===== config.mk =====
export PLATFORM = sky130hd
export DESIGN_NAME = sfb_bus_if
export DESIGN_NICKNAME = d
export VERILOG_FILES = /design/src/sfb_pkg.sv /design/src/sfb_fifo.sv /design/src/sfb_bus_if.sv
export SDC_FILE = /design/constraint.sdc
export NUM_CORES = 1
export LEC_CHECK = 0
export BUFFER_PORTS_ARGS = -buffer_cell sky130_fd_sc_hd__buf_4
export CORE_UTILIZATION = 50
export DETAILED_ROUTE_END_ITERATION = 10
export PLACE_DENSITY = 0.65
export RECOVER_POWER = 25
export SYNTH_ARGS = -nofsm -noshare
export SYNTH_HDL_FRONTEND = slang
export SYNTH_SLANG_ARGS = --single-unit

===== constraint.sdc =====
create_clock -name clk_i -period 2.6 [get_ports clk_i]
set_input_delay 0 -clock clk_i [delete_from_list [all_inputs] [get_ports clk_i]]
set_output_delay 0 -clock clk_i [all_outputs]
set_load 0.01 [all_outputs]

===== src/sfb_pkg.sv =====
package sfb_pkg;
	localparam int SYNC_STAGES = 2;
	localparam int BYTE_BITS   = 8;
	localparam int FIFO_WIDTH  = 8;
	localparam int FIFO_DEPTH  = 32;
	localparam logic [2:0] BIT_FIRST = 3'h7;
	localparam logic [2:0] BIT_LAST  = 3'h0;
	localparam logic [1:0] GUARD_RESET = 2'h0;

	typedef enum logic {
		SFB_STANDBY,
		SFB_ACTIVE
	} sfb_power_t;

	typedef struct packed {
		logic sel_n;
		logic sclk;
		logic sdi;
		logic pause_n;
		logic guard_n;
	} sfb_pins_t;

	// idle pin levels, so leaving reset shows no false clock edge while the clock idles low
	localparam sfb_pins_t PINS_IDLE = '{sel_n: 1'b1, sclk: 1'b0, sdi: 1'b0,
	                                    pause_n: 1'b1, guard_n: 1'b1};

	typedef struct packed {
		logic [7:0] data;
		logic       first;
	} sfb_rx_t;
endpackage


===== src/sfb_fifo.sv =====
`timescale 1ns/100ps
`default_nettype none
module sfb_fifo #(
	parameter int WIDTH = 8,
	parameter int DEPTH = 32
) (
	input  wire logic             clk_i,
	input  wire logic             reset_i,
	input  wire logic             flush_i,
	input  wire logic [WIDTH-1:0] wr_data_i,
	input  wire logic             wr_valid_i,
	output logic                  wr_ready_o,
	output logic      [WIDTH-1:0] rd_data_o,
	output logic                  rd_valid_o,
	input  wire logic             rd_ready_i
);
	localparam int AW = $clog2(DEPTH);
	logic [WIDTH-1:0] mem_r [DEPTH];
	logic [AW-1:0]    wp_r;
	logic [AW-1:0]    rp_r;
	logic [AW:0]      cnt_r;
	logic             push;
	logic             pop;

	assign wr_ready_o = (cnt_r != (AW+1)'(DEPTH));
	assign rd_valid_o = (cnt_r != '0);
	assign push       = wr_valid_i && wr_ready_o;
	assign pop        = rd_valid_o && rd_ready_i;
	assign rd_data_o  = mem_r[rp_r];

	always_ff @(posedge clk_i) begin
		if (push) begin
			mem_r[wp_r] <= wr_data_i;
		end
	end

	always_ff @(posedge clk_i) begin
		if (reset_i || flush_i) begin
			wp_r  <= '0;
			rp_r  <= '0;
			cnt_r <= '0;
		end else begin
			if (push) begin
				wp_r <= (wp_r == AW'(DEPTH-1)) ? '0 : wp_r + 1'b1;
			end
			if (pop) begin
				rp_r <= (rp_r == AW'(DEPTH-1)) ? '0 : rp_r + 1'b1;
			end
			cnt_r <= cnt_r + (AW+1)'(push) - (AW+1)'(pop);
		end
	end
endmodule
`default_nettype wire


===== src/sfb_bus_if.sv =====
`timescale 1ns/100ps
`default_nettype none
module sfb_bus_if (
	input  wire logic       clk_i,
	input  wire logic       reset_i,
	input  wire logic       sel_n_i,
	input  wire logic       sclk_i,
	input  wire logic       serial_in_line_i,
	input  wire logic       pause_n_i,
	input  wire logic       guard_n_i,
	output logic            serial_out_line_o,
	output logic            serial_out_line_oe_o,
	input  wire logic       busy_i,
	output logic            active_o,
	output logic            armed_o,
	output logic            paused_o,
	output logic [7:0]      rx_data_o,
	output logic            rx_first_o,
	output logic            rx_valid_o,
	input  wire logic       rx_ready_i,
	output logic            rx_overrun_o,
	input  wire logic [7:0] tx_data_i,
	input  wire logic       tx_valid_i,
	output logic            tx_ready_o,
	input  wire logic [1:0] guard_bits_i,
	input  wire logic       guard_wr_i,
	output logic [1:0]      region_guard_bits_o
);
	sfb_pkg::sfb_pins_t s1_r;
	sfb_pkg::sfb_pins_t s2_r;
	sfb_pkg::sfb_pins_t prev_r;
	sfb_pkg::sfb_rx_t   rx_word;
	sfb_pkg::sfb_power_t power_r;
	logic [2:0] bit_r;
	logic [6:0] shin_r;
	logic [7:0] shout_r;
	logic       first_r;
	logic       paused_r;
	logic       armed_r;
	logic       dead_r;
	logic       out_r;
	logic       rise;
	logic       fall;
	logic       sel_fall;
	logic       sel_rise;
	logic       live;
	logic       byte_done;
	logic       fifo_wr_ready;
	logic [8:0] fifo_out;

	// two-stage sync, only s2 is read
	always_ff @(posedge clk_i) begin
		if (reset_i) begin
			s1_r   <= sfb_pkg::PINS_IDLE;
			s2_r   <= sfb_pkg::PINS_IDLE;
			prev_r <= sfb_pkg::PINS_IDLE;
		end else begin
			s1_r   <= '{sel_n: sel_n_i, sclk: sclk_i, sdi: serial_in_line_i,
			            pause_n: pause_n_i, guard_n: guard_n_i};
			s2_r   <= s1_r;
			prev_r <= s2_r;
		end
	end

	// same edges whatever the idle level of the clock
	assign rise     = s2_r.sclk && !prev_r.sclk;
	assign fall     = !s2_r.sclk && prev_r.sclk;
	assign sel_fall = !s2_r.sel_n && prev_r.sel_n;
	assign sel_rise = s2_r.sel_n && !prev_r.sel_n;
	assign live     = !s2_r.sel_n && armed_r && !paused_r && !dead_r;

	// nothing is decoded until the first select edge
	always_ff @(posedge clk_i) begin
		if (reset_i) begin
			armed_r <= 1'b0;
		end else if (sel_fall) begin
			armed_r <= 1'b1;
		end
	end

	// pause only while selected; changes when clock is low
	always_ff @(posedge clk_i) begin
		if (reset_i || s2_r.sel_n) begin
			paused_r <= 1'b0;
		end else if (!s2_r.sclk) begin
			paused_r <= !s2_r.pause_n;
		end
	end

	// deselect in pause kills the link until pause released before reselect
	always_ff @(posedge clk_i) begin
		if (reset_i) begin
			dead_r <= 1'b0;
		end else if (sel_rise && paused_r) begin
			dead_r <= 1'b1;
		end else if (s2_r.pause_n && s2_r.sel_n) begin
			dead_r <= 1'b0;
		end
	end

	assign byte_done = live && rise && (bit_r == sfb_pkg::BIT_LAST);

	// msb-first receive on rising edge
	always_ff @(posedge clk_i) begin
		if (reset_i || sel_fall || s2_r.sel_n) begin
			bit_r   <= sfb_pkg::BIT_FIRST;
			shin_r  <= '0;
			first_r <= 1'b1;
		end else if (live && rise) begin
			shin_r <= {shin_r[5:0], s2_r.sdi};
			bit_r  <= bit_r - 3'h1;
			if (byte_done) begin
				first_r <= 1'b0;
			end
		end
	end

	// overrun sticky per frame; buffer full means a lost byte
	always_ff @(posedge clk_i) begin
		if (reset_i || sel_fall) begin
			rx_overrun_o <= 1'b0;
		end else if (byte_done && !fifo_wr_ready) begin
			rx_overrun_o <= 1'b1;
		end
	end

	assign rx_word = '{data: {shin_r, s2_r.sdi}, first: first_r};

	sfb_fifo #(
		.WIDTH(sfb_pkg::FIFO_WIDTH + 1),
		.DEPTH(sfb_pkg::FIFO_DEPTH)
	) u_fifo (
		.clk_i     (clk_i),
		.reset_i   (reset_i),
		.flush_i   (1'b0),
		.wr_data_i (rx_word),
		.wr_valid_i(byte_done),
		.wr_ready_o(fifo_wr_ready),
		.rd_data_o (fifo_out),
		.rd_valid_o(rx_valid_o),
		.rd_ready_i(rx_ready_i)
	);
	assign rx_data_o  = fifo_out[8:1];
	assign rx_first_o = fifo_out[0];

	// tx byte loaded at start of each byte but the first when the clock idles low; shifted on falling edge
	assign tx_ready_o = live && fall && (bit_r == sfb_pkg::BIT_FIRST);
	always_ff @(posedge clk_i) begin
		if (reset_i || sel_fall) begin
			shout_r <= '1;
			out_r   <= 1'b1;
		end else if (live && fall) begin
			if (bit_r == sfb_pkg::BIT_FIRST) begin
				out_r   <= tx_valid_i ? tx_data_i[7] : 1'b1;
				shout_r <= tx_valid_i ? {tx_data_i[6:0], 1'b1} : '1;
			end else begin
				out_r   <= shout_r[7];
				shout_r <= {shout_r[6:0], 1'b1};
			end
		end
	end
	assign serial_out_line_o = out_r;
	// only a selected, unpaused device drives
	assign serial_out_line_oe_o = !s2_r.sel_n && !paused_r && !dead_r;

	// standby waits for internal cycles to finish
	always_ff @(posedge clk_i) begin
		if (reset_i) begin
			power_r <= sfb_pkg::SFB_STANDBY;
		end else if (!s2_r.sel_n) begin
			power_r <= sfb_pkg::SFB_ACTIVE;
		end else if (!busy_i) begin
			power_r <= sfb_pkg::SFB_STANDBY;
		end
	end
	assign active_o = (power_r == sfb_pkg::SFB_ACTIVE);
	assign armed_o  = armed_r;
	assign paused_o = paused_r;

	// guard bits frozen while write guard held low
	always_ff @(posedge clk_i) begin
		if (reset_i) begin
			region_guard_bits_o <= sfb_pkg::GUARD_RESET;
		end else if (guard_wr_i && s2_r.guard_n) begin
			region_guard_bits_o <= guard_bits_i;
		end
	end
endmodule
`default_nettype wire


==> results of run 1 <==
worst paths after layout:
path	end	from	slack (ns)	depth (start not counted)
worst max-delay path	rx_data_o[3]	flop	0.06	6
worst min-delay path	s1_r[4]	sel_n_i	0.22	3
worst max register to register	u_fifo.cnt_r[4]	u_fifo.cnt_r[4]	0.24	11
worst min register to register	s2_r[1]	s1_r[1]	0.41	1
synthesized netlist by cell type (14+ instances only):
cell type	instances
edfxtp_1	288
mux2i_1	72
dfxtp_1	59
nor2_1	51
nand3_1	43
nand2_1	41
a22oi_1	36
mux4_2	36
a21oi_1	24
buf_2	19
ha_1	19
clkbuf_1	17
inv_1	15
nor2b_1	14
o21ai_0	14
metal layers:
metal | track usage (%) | part of all wire (%) | up-vias
met3 | 3.356 | 5.2 | 39
met5 | 0 | 0 | -
met4 | 5.624 | 1.8 | 0
met2 | 34.04 | 49 | 182
li1 | - | - | 3541
met1 | 28.53 | 44 | 3798
area by class of cell:
type	count	share of cell area, %
clock buffer	50	6.140
clock inverter	14	0.4860
inverter	15	0.3471
multi-input combinational	436	22.48
sequential	347	60.64
tap	341	2.630
timing repair buffer	137	7.274
sequential cells by signal, indices dropped and copies added (netlist names), 2 cells and up, named ones only:
signal	cells
shout_r	7
region_guard_bits_o	2
bit_r	3
u_fifo.cnt_r	6
prev_r	2
s1_r	5
u_fifo.rp_r	5
s2_r	4
u_fifo.mem_r	288
u_fifo.wp_r	5
shin_r	7
worst max-delay path, delay by kind of cell, from the launching register on:
family | cells | cell delay [ns]
buffers and inverters | 2 | 0.32
AO/OA/AOI/OAI | 2 | 0.69
multiplexers | 1 | 0.53
AND/OR/NAND/NOR | 1 | 0.14
flip-flops | 1 | 0.36
per-stage QoR:
step | std cells | util, % | worst slack (ns)
after CTS | 1340 | 60.38 | 0.01840
final | 1340 | 60.35 | 0.06371
after detailed placement | 1241 | 54.79 | 0.2115
after floorplan | 839 | - | 0.1409
after global routing | 1340 | 60.35 | 0.004655
after global placement | 1241 | 54.79 | 0.2735
power groups by stage:
stage          Clock [mW]  Sequential (mW)  Combinational, mW
3_5_place_dp            0             6.19               1.16
5_1_grt              4.98             6.07               1.40
6_report             4.67             6.06               1.28
4_1_cts              4.78             6.06               1.28
2_1_floorplan           0             6.17              0.803
3_3_place_gp            0             6.19               1.15
cell families (layout without fill, tap and decap cells):
logic type / Yosys count / in the layout / synth area share, %
AO/OA/AOI/OAI: 107 / 107 / 5.359
XOR/XNOR: 5 / 5 / 0.3206
adder cells (fa/ha/maj): 20 / 20 / 1.887
buffers and inverters: 56 / 216 / 1.823
flip-flops: 347 / 347 / 71.97
multiplexers: 108 / 108 / 11.21
AND/OR/NAND/NOR: 196 / 196 / 7.430
timing repair:
item                       in CTS  in global routing
setup endpoints to repair       9                  4
gates resized for setup         8                  5
hold endpoints to repair       40                  0
pin swaps                       0                  0
gates cloned                    1                  0
buffers inserted                6                  0
hold buffers                   28                  0
==> flow_metrics.env, run 1 <==
export IMPL_synth_top_area_share_pct=63.32
export IMPL_numPortBuffers=39
export IMPL_vias_per_cell=5.642
export IMPL_n_antenna_cell=0
export IMPL_cap_violations=2
export IMPL_pwr_share_comb_pct=10.7
export IMPL_clockBufferDepth=3
export IMPL_p_sw_mw=2.662
export IMPL_drt_total_wl_mm=28.53
export IMPL_post_route_drc_count=0
export IMPL_dr_total_vias=7560
export IMPL_grt_max_degree=41
export IMPL_synth_seq_cells=347
export IMPL_hold_viol=0
export IMPL_swShare_pct=22.16
export IMPL_routabilityCongestion=0.7508
export IMPL_async_flop_share_pct=0
export IMPL_drv_slew=67
export IMPL_seq_power_share_pct=50.5
export IMPL_clk_pin_slew_ns=0.06
export IMPL_drtIter0Drc=605
export IMPL_netlist_area_um2=13660
export IMPL_status="finished with violations"
export IMPL_die_h_um=167.3
export IMPL_core_rowCount=60
export IMPL_worstSetupPathType="flop to primary output"
export IMPL_start_kind="flop"
export IMPL_p_leak_nw=5.613
export IMPL_violations="capacitance limit, slew limit"
export IMPL_synth_seq_area_share_pct=71.97
export IMPL_slowest_delay_ns=0.53
export IMPL_clkLatencyLatePin_ns=0.52
export IMPL_grt_overflow=0
export IMPL_path_max_fanout=5
export IMPL_period_share_pct=97.55
export IMPL_fin_crit_ns=2.536
export IMPL_multi_input_area_um2=3646
export IMPL_syn_inst=839
export IMPL_clock_sinks=347
export IMPL_start_util_pct=50.82
export IMPL_cp_common_cell="buf_4"
export IMPL_fp_dieW_um=167.3
export IMPL_fmaxAchievable_ghz=0.3943
export IMPL_final_cell_mix="288 x edfxtp_1, 91 x buf_4, 72 x mux2i_1, 57 x dfxtp_1, 51 x nor2_1"
export IMPL_rsz0062_at_grt="no"
export IMPL_fillers=1977
export IMPL_placeableCoreArea_um2=26880
export IMPL_die_area_um2=27980
export IMPL_tns_ns=0
export IMPL_max_slew_margin_rel_pct=-3.962
export IMPL_critPathArrivalTime_ns=2.54
export IMPL_postRouteAntennaNets=0
export IMPL_mostFrequentLayoutCell="edfxtp_1"
export IMPL_design_area_um2=16220
export IMPL_end_kind="primary output"
export IMPL_numCtsBuffers=36
export IMPL_first_global_vias=7462
export IMPL_place_hpwl_mm=17.54
export IMPL_first_pass_iters=5
export IMPL_powerDensity_nw_per_um2=740.5
export IMPL_cts_htree_levels=2
export IMPL_finClkSkew_ns=0.02013
export IMPL_synth_cell_types=47
export IMPL_num_nets_final=1014
export IMPL_ys_top_cells_by_area="edfxtp_1 63%, dfxtp_1 8.6%, mux4_2 5.9%"
export IMPL_io_pins=40
export IMPL_regArea_um2=9837
export IMPL_clockRootBuffer="clkbuf_16"
export IMPL_setup_violations=0
export IMPL_synth_edf_count=288
export IMPL_cts_tree="done"
export IMPL_p_clk_share_pct=38.9
export IMPL_hold_path_class="input port to flop"
export IMPL_synthFlopType="edfxtp_1"
export IMPL_worstPathRequired_ns=2.60
export IMPL_final_layout_size_suffix_gt1_share_pct=20.42
export IMPL_power_mw=12.01
export IMPL_syn_num_nets=880
export IMPL_hold_worst_slack_ns=0.2205
export IMPL_cp_slowest_cell="mux4_2"
export IMPL_wire_per_inst_um=21.29
export IMPL_grt_first_pass_wirelength_mm=43.13
export IMPL_syn_to_final_growth_pct=18.76
export IMPL_post_dp_cell_area_um2=14730
export IMPL_tightest_slew_ns=1.559
export IMPL_antenna_found_initial=0
export IMPL_vdd_drop_max_v=0.0005087
export IMPL_p_int_mw=9.350
export IMPL_yosysTopAreaCell="edfxtp_1"
export IMPL_synth_avg_cell_area_um2=16.28
export IMPL_path_cells="buf_4 > mux4_2 > a22o_1 > a221oi_1 > nand3_1 > buf_4"
export IMPL_track_usage_pct=20.60
export IMPL_yosys_warnings=0
No activity file was read; power rests on OpenSTA's default activity.
==> inputs of run 2 (changes only) <==
Settings changed: CORE_UTILIZATION 50 to 58, PLACE_DENSITY 0.65 to 0.74.
==> run 2 against run 1 <==
Against the previous run:
- the run still ends with capacitance limit, slew limit left
- largest power group unchanged
- wire length up 5.5%
- design area shrank 0.13%
- critical path type is now flop to flop
- clock power grew 4.7%
- core utilization is 11 points higher
- clock skew decreased by 0.0049 ns
- highest routed layer unchanged
==> flow_metrics.env, run 2 (same netlist as run 1, synthesis figures left out) <==
export IMPL_setup_violations=0
export IMPL_die_area_um2=24170
export IMPL_drv_slew=210
export IMPL_die_h_um=155.5
export IMPL_clkLatencyLatePin_ns=0.51
export IMPL_antenna_found_initial=0
export IMPL_track_usage_pct=25.69
export IMPL_grt_max_degree=55
export IMPL_io_pins=40
export IMPL_start_util_pct=59.78
export IMPL_worstPathRequired_ns=2.75
export IMPL_end_kind="flop"
export IMPL_top_register="u_fifo.mem_r"
export IMPL_core_rowCount=55
export IMPL_r2r_start="u_fifo.cnt_r[2]"
export IMPL_drt_total_wl_mm=30.09
export IMPL_status="finished with violations"
export IMPL_fin_crit_ns=2.571
export IMPL_rr_endpoint="u_fifo.mem_r[28][5]"
export IMPL_grt_overflow=0
export IMPL_post_dp_cell_area_um2=14390
export IMPL_wire_per_inst_um=23.54
export IMPL_largest_reg_flops=288
export IMPL_numPortBuffers=39
export IMPL_max_slew_margin_rel_pct=-22.38
export IMPL_cap_violations=6
export IMPL_clk_pin_slew_ns=0.06
export IMPL_path_max_fanout=9
export IMPL_hold_path_class="input port to flop"
export IMPL_fmaxAchievable_ghz=0.3889
export IMPL_num_nets_final=981
export IMPL_start_kind="flop"
export IMPL_dr_total_vias=7818
export IMPL_drtIter0Drc=736
export IMPL_cts_htree_levels=2
export IMPL_design_area_um2=16200
export IMPL_vdd_drop_max_v=0.0004121
export IMPL_rsz0062_at_grt="yes"
export IMPL_top_regs="u_fifo.mem_r (288), shin_r (7), shout_r (7)"
export IMPL_tightest_slew_ns=1.836
export IMPL_violations="capacitance limit, slew limit"
export IMPL_final_layout_size_suffix_gt1_share_pct=22.59
export IMPL_mostFrequentLayoutCell="edfxtp_1"
export IMPL_placeableCoreArea_um2=22850
export IMPL_first_pass_iters=5
export IMPL_r2r_setup_slack_ns=0.03
export IMPL_hold_path_end="s1_r[4]"
export IMPL_hold_start="sel_n_i"
export IMPL_fp_dieW_um=155.5
export IMPL_powerDensity_nw_per_um2=758.6
export IMPL_post_route_drc_count=0
export IMPL_finClkSkew_ns=0.01525
export IMPL_critPathArrivalTime_ns=2.72
export IMPL_first_global_vias=7762
export IMPL_routabilityCongestion=0.8770
export IMPL_clock_sinks=347
export IMPL_period_share_pct=98.90
export IMPL_wl_met2_mm=14.84
export IMPL_reg2reg_depth=8
export IMPL_grt_first_pass_wirelength_mm=45.44
export IMPL_dr_max_layer_used="met4"
export IMPL_hold_viol=0
export IMPL_cts_tree="done"
export IMPL_n_antenna_cell=0
export IMPL_syn_to_final_growth_pct=18.61
export IMPL_dr_wl_met3_mm=2.212
export IMPL_worstSetupPathType="flop to flop"
export IMPL_tns_ns=0
export IMPL_wl_met1_mm=12.08
export IMPL_postRouteAntennaNets=0
export IMPL_p_leak_nw=5.451
export IMPL_vias_per_cell=6.117
export IMPL_place_hpwl_mm=18.31
export IMPL_holdPathStages=3
export IMPL_clockRootBuffer="clkbuf_16"
export IMPL_numCtsBuffers=35
export IMPL_clockBufferDepth=3
export IMPL_final_cell_mix="288 x edfxtp_1, 72 x mux2i_1, 62 x buf_4, 57 x dfxtp_1, 43 x nand3_1"
run 2: changes by cell type in the layout (fill, tap and decap cells not counted), moves of 8 or more:
| cell | delta |
|---|---|
| buf_4 | -29 |
| nor2_1 | -32 |
| clkbuf_1 | -8 |
| nor2_4 | +22 |
| nor2_2 | +10 |
run 2: how the worst max path moves through the flow:
| stage | startpoint | end | cells after the start |
|---|---|---|---|
| 6_report | u_fifo.cnt_r[2] | u_fifo.mem_r[28][5] | 8 |
| 5_1_grt | u_fifo.cnt_r[3] | u_fifo.mem_r[4][8] | 8 |
| 4_1_cts | u_fifo.cnt_r[2] | u_fifo.mem_r[9][0] | 7 |
| 3_5_place_dp | u_fifo.cnt_r[2] | u_fifo.mem_r[13][6] | 7 |
| 3_3_place_gp | u_fifo.cnt_r[2] | u_fifo.mem_r[19][6] | 7 |
| 2_1_floorplan | u_fifo.cnt_r[2] | u_fifo.cnt_r[4] | 13 |
run 2: report_power, final:
part           leakage, nW  switching (mW)  internal [mW]
Clock                0.541            2.00           2.89
Sequential            3.29          0.0734           6.01
Combinational         1.62           0.647          0.666
run 2: area by class of cell:
cell class | instances | area (µm²)
clock buffers | 42 | 944.7
clock inverters | 20 | 180.2
fillers | 1440 | 6648
inverters | 15 | 60.06
multi-input cells | 436 | 3874
flip-flops and latches | 347 | 9837
well taps | 313 | 391.6
repair buffers | 105 | 912.1
run 2: repair_timing:
action                     in CTS  in global routing
hold buffers                   27                  0
gates cloned                    1                  0
hold endpoints to repair       41                  0
resized for setup              29                 48
setup endpoints to repair     178                282
buffers inserted                1                  9
pin swaps                       0                  3
run 2: critical path, cell delays in order, from the launching register on:
cell and delay (ns):
dfxtp_1 0.35, inv_1 0.07, ha_1 0.22, nor4bb_4 0.16
nand4b_2 0.24, clkinvlp_4 0.11, buf_4 0.16, nand2_1 0.36
nor2_2 0.54
run 2: metal layers:
metal,vias up,track usage (%)
met5,-,0
met4,0,9.617
met3,62,3.760
met2,342,42.75
met1,3938,34.64
li1,3476,-
run 2: stage by stage:
step / worst slack [ns] / utilization, % / hold slack (ns) / std cells / total power [mW]
3_3_place_gp: 0.01630 / 62.98 / 0.1849 / 1178 / 7.286
2_1_floorplan: 0.1409 / - / 0.1038 / 839 / 6.970
4_1_cts: -0.1378 / 69.74 / 0.2113 / 1269 / 12.25
5_1_grt: -0.09765 / 70.90 / 0.2295 / 1278 / 12.65
3_5_place_dp: -0.1509 / 62.98 / 0.1926 / 1178 / 7.340
6_report: 0.02868 / 70.90 / 0.2286 / 1278 / 12.29
==> inputs of run 3 (changes only) <==
Settings changed: CELL_PAD_IN_SITES_DETAIL_PLACEMENT from default to 2, CELL_PAD_IN_SITES_GLOBAL_PLACEMENT from default to 2, CORE_UTILIZATION 58 to 46, PLACE_DENSITY 0.74 to 0.77.
==> run 3 against run 2 <==
Against the previous run:
- the flow still finishes with violations (capacitance limit, slew limit)
- total power increased by 6.5%
- critical path depth decreased by 2
- combinational power increased by 8%
- cell count increased by 8.5%
- clock skew increased by 0.020 ns
- first-iteration DRC count increased by 4.5%
- register-to-register slack improved by 0.06 ns
- largest cell class unchanged
- largest power group unchanged
==> flow_metrics.env, run 3 (same netlist as run 1, synthesis figures left out) <==
export IMPL_status="finished with violations"
export IMPL_violations="capacitance limit, slew limit"
export IMPL_cap_violations=5
export IMPL_postLayoutCoreUtil_pct=57.14
export IMPL_routabilityCongestion=0.8024
export IMPL_worstPathRequired_ns=2.60
export IMPL_power_mw=13.08
export IMPL_vias_per_cell=6.100
export IMPL_grt_first_pass_wirelength_mm=64.98
export IMPL_first_global_vias=9190
export IMPL_grt_overflow=0
export IMPL_clock_sinks=347
export IMPL_placeableCoreArea_um2=28940
export IMPL_cp_slowest_cell="mux4_2"
export IMPL_holdPathStages=3
export IMPL_top_register="u_fifo.mem_r"
export IMPL_r2r_setup_slack_ns=0.09
export IMPL_clk_pin_slew_ns=0.06
export IMPL_start_kind="flop"
export IMPL_final_cell_mix="288 x edfxtp_1, 85 x buf_4, 72 x mux2i_1, 57 x dfxtp_1, 49 x nor2_1"
export IMPL_final_cells=1387
export IMPL_slowest_delay_ns=0.56
export IMPL_n_antenna_cell=0
export IMPL_max_slew_margin_rel_pct=-32.04
export IMPL_powerDensity_nw_per_um2=791.3
export IMPL_hold_path_end="s1_r[0]"
export IMPL_fmaxAchievable_ghz=0.3891
export IMPL_grt_max_degree=39
export IMPL_period_share_pct=98.85
export IMPL_tns_ns=0
export IMPL_numPortBuffers=39
export IMPL_drtIter0Drc=769
export IMPL_path_max_fanout=9
export IMPL_setup_violations=0
export IMPL_hold_worst_slack_ns=0.2035
export IMPL_path_cells="buf_12 > mux4_2 > a22o_1 > a221oi_4 > nand3_1 > buf_4"
export IMPL_fin_crit_ns=2.570
export IMPL_fp_dieW_um=174.3
export IMPL_mostFrequentLayoutCell="edfxtp_1"
export IMPL_track_usage_pct=30.12
export IMPL_core_rowCount=62
export IMPL_die_area_um2=30380
export IMPL_finClkSkew_ns=0.03497
export IMPL_layout_setup_ws_ns=0.02982
export IMPL_post_dp_cell_area_um2=14750
export IMPL_wire_per_inst_um=32.23
export IMPL_tightest_slew_ns=1.981
export IMPL_postRouteAntennaNets=0
export IMPL_hold_start="guard_n_i"
export IMPL_post_route_drc_count=0
export IMPL_clockRootBuffer="clkbuf_16"
export IMPL_clockBufferDepth=3
export IMPL_hold_path_class="input port to flop"
export IMPL_num_nets_final=1014
export IMPL_dr_total_vias=8461
export IMPL_place_hpwl_mm=25.32
export IMPL_first_pass_iters=5
export IMPL_critPathBufInv=2
export IMPL_antenna_found_initial=1
export IMPL_design_area_um2=16530
export IMPL_reg2reg_depth=9
export IMPL_drv_slew=165
export IMPL_critPathArrivalTime_ns=2.57
export IMPL_final_layout_size_suffix_gt1_share_pct=22.53
export IMPL_die_h_um=174.3
export IMPL_io_pins=40
export IMPL_worstSetupPathType="flop to primary output"
export IMPL_cts_htree_levels=2
export IMPL_crit_family="compound AO/OA/AOI/OAI gates"
export IMPL_r2r_start="bit_r[0]"
export IMPL_top_regs="u_fifo.mem_r (288), shin_r (7), shout_r (7)"
export IMPL_hold_viol=0
export IMPL_syn_to_final_growth_pct=21.06
export IMPL_clkLatencyLatePin_ns=0.56
export IMPL_drt_total_wl_mm=44.70
export IMPL_end_kind="primary output"
export IMPL_rr_endpoint="u_fifo.mem_r[31][0]"
export IMPL_vdd_drop_max_v=0.0004272
export IMPL_start_util_pct=47.20
export IMPL_cts_tree="done"
export IMPL_largest_reg_flops=288
export IMPL_numCtsBuffers=38
export IMPL_dpl_cell_count=1285
export IMPL_pre_cts_ws_ns=0.1340
export IMPL_p_leak_nw=5.728
export IMPL_fillers=2497
## run 3: what timing repair did
item | 4_1_cts | 5_1_grt
cloned | 2 | 0
endpoints found under the setup margin | 9 | 24
buffers inserted | 4 | 0
pin swaps | 4 | 3
endpoints found under the hold margin | 37 | 0
gates resized for setup | 29 | 12
hold buffers | 27 | 0
## run 3: worst max-delay path by stage
stage | endpoint | slack (ns) | depth (start not counted)
after floorplan | u_fifo.cnt_r[4] | 0.14 | 13
after detailed placement | u_fifo.cnt_r[4] | 0.13 | 11
after CTS | rx_data_o[0] | -0.05 | 7
after global routing | rx_data_o[3] | -0.006 | 6
after global placement | u_fifo.cnt_r[4] | 0.23 | 11
final | rx_data_o[0] | 0.03 | 6
## run 3: area by class of cell
cell class	count	area [µm²]	area share [%]
Clock inverter	15	127.6	0.7718
Timing Repair Buffer	135	1142	6.909
Inverter	15	56.30	0.3405
Sequential cell	347	9837	59.49
Clock buffer	55	1119	6.765
Multi-Input combinational cell	436	3772	22.82
Tap cell	384	480.5	2.906
## run 3: power by group
group / switching, mW / internal, mW
clock network: 2.38 / 3.20
logic: 0.767 / 0.652
registers: 0.0768 / 6.01
total: 3.22 / 9.86
## run 3: per-layer routing
metal	routed length (µm)	up-vias	GRT usage, %
li1	-	3539	-
met1	16970	4478	36.73
met2	23770	364	54.03
met3	2475	80	4.353
met4	1486	0	11.18
met5	0	-	0
## run 3: worst min-delay path, delay by kind of cell
family / cells / cell delay (ns)
simple gates: 1 / 0.09
buf+inv: 2 / 0.61
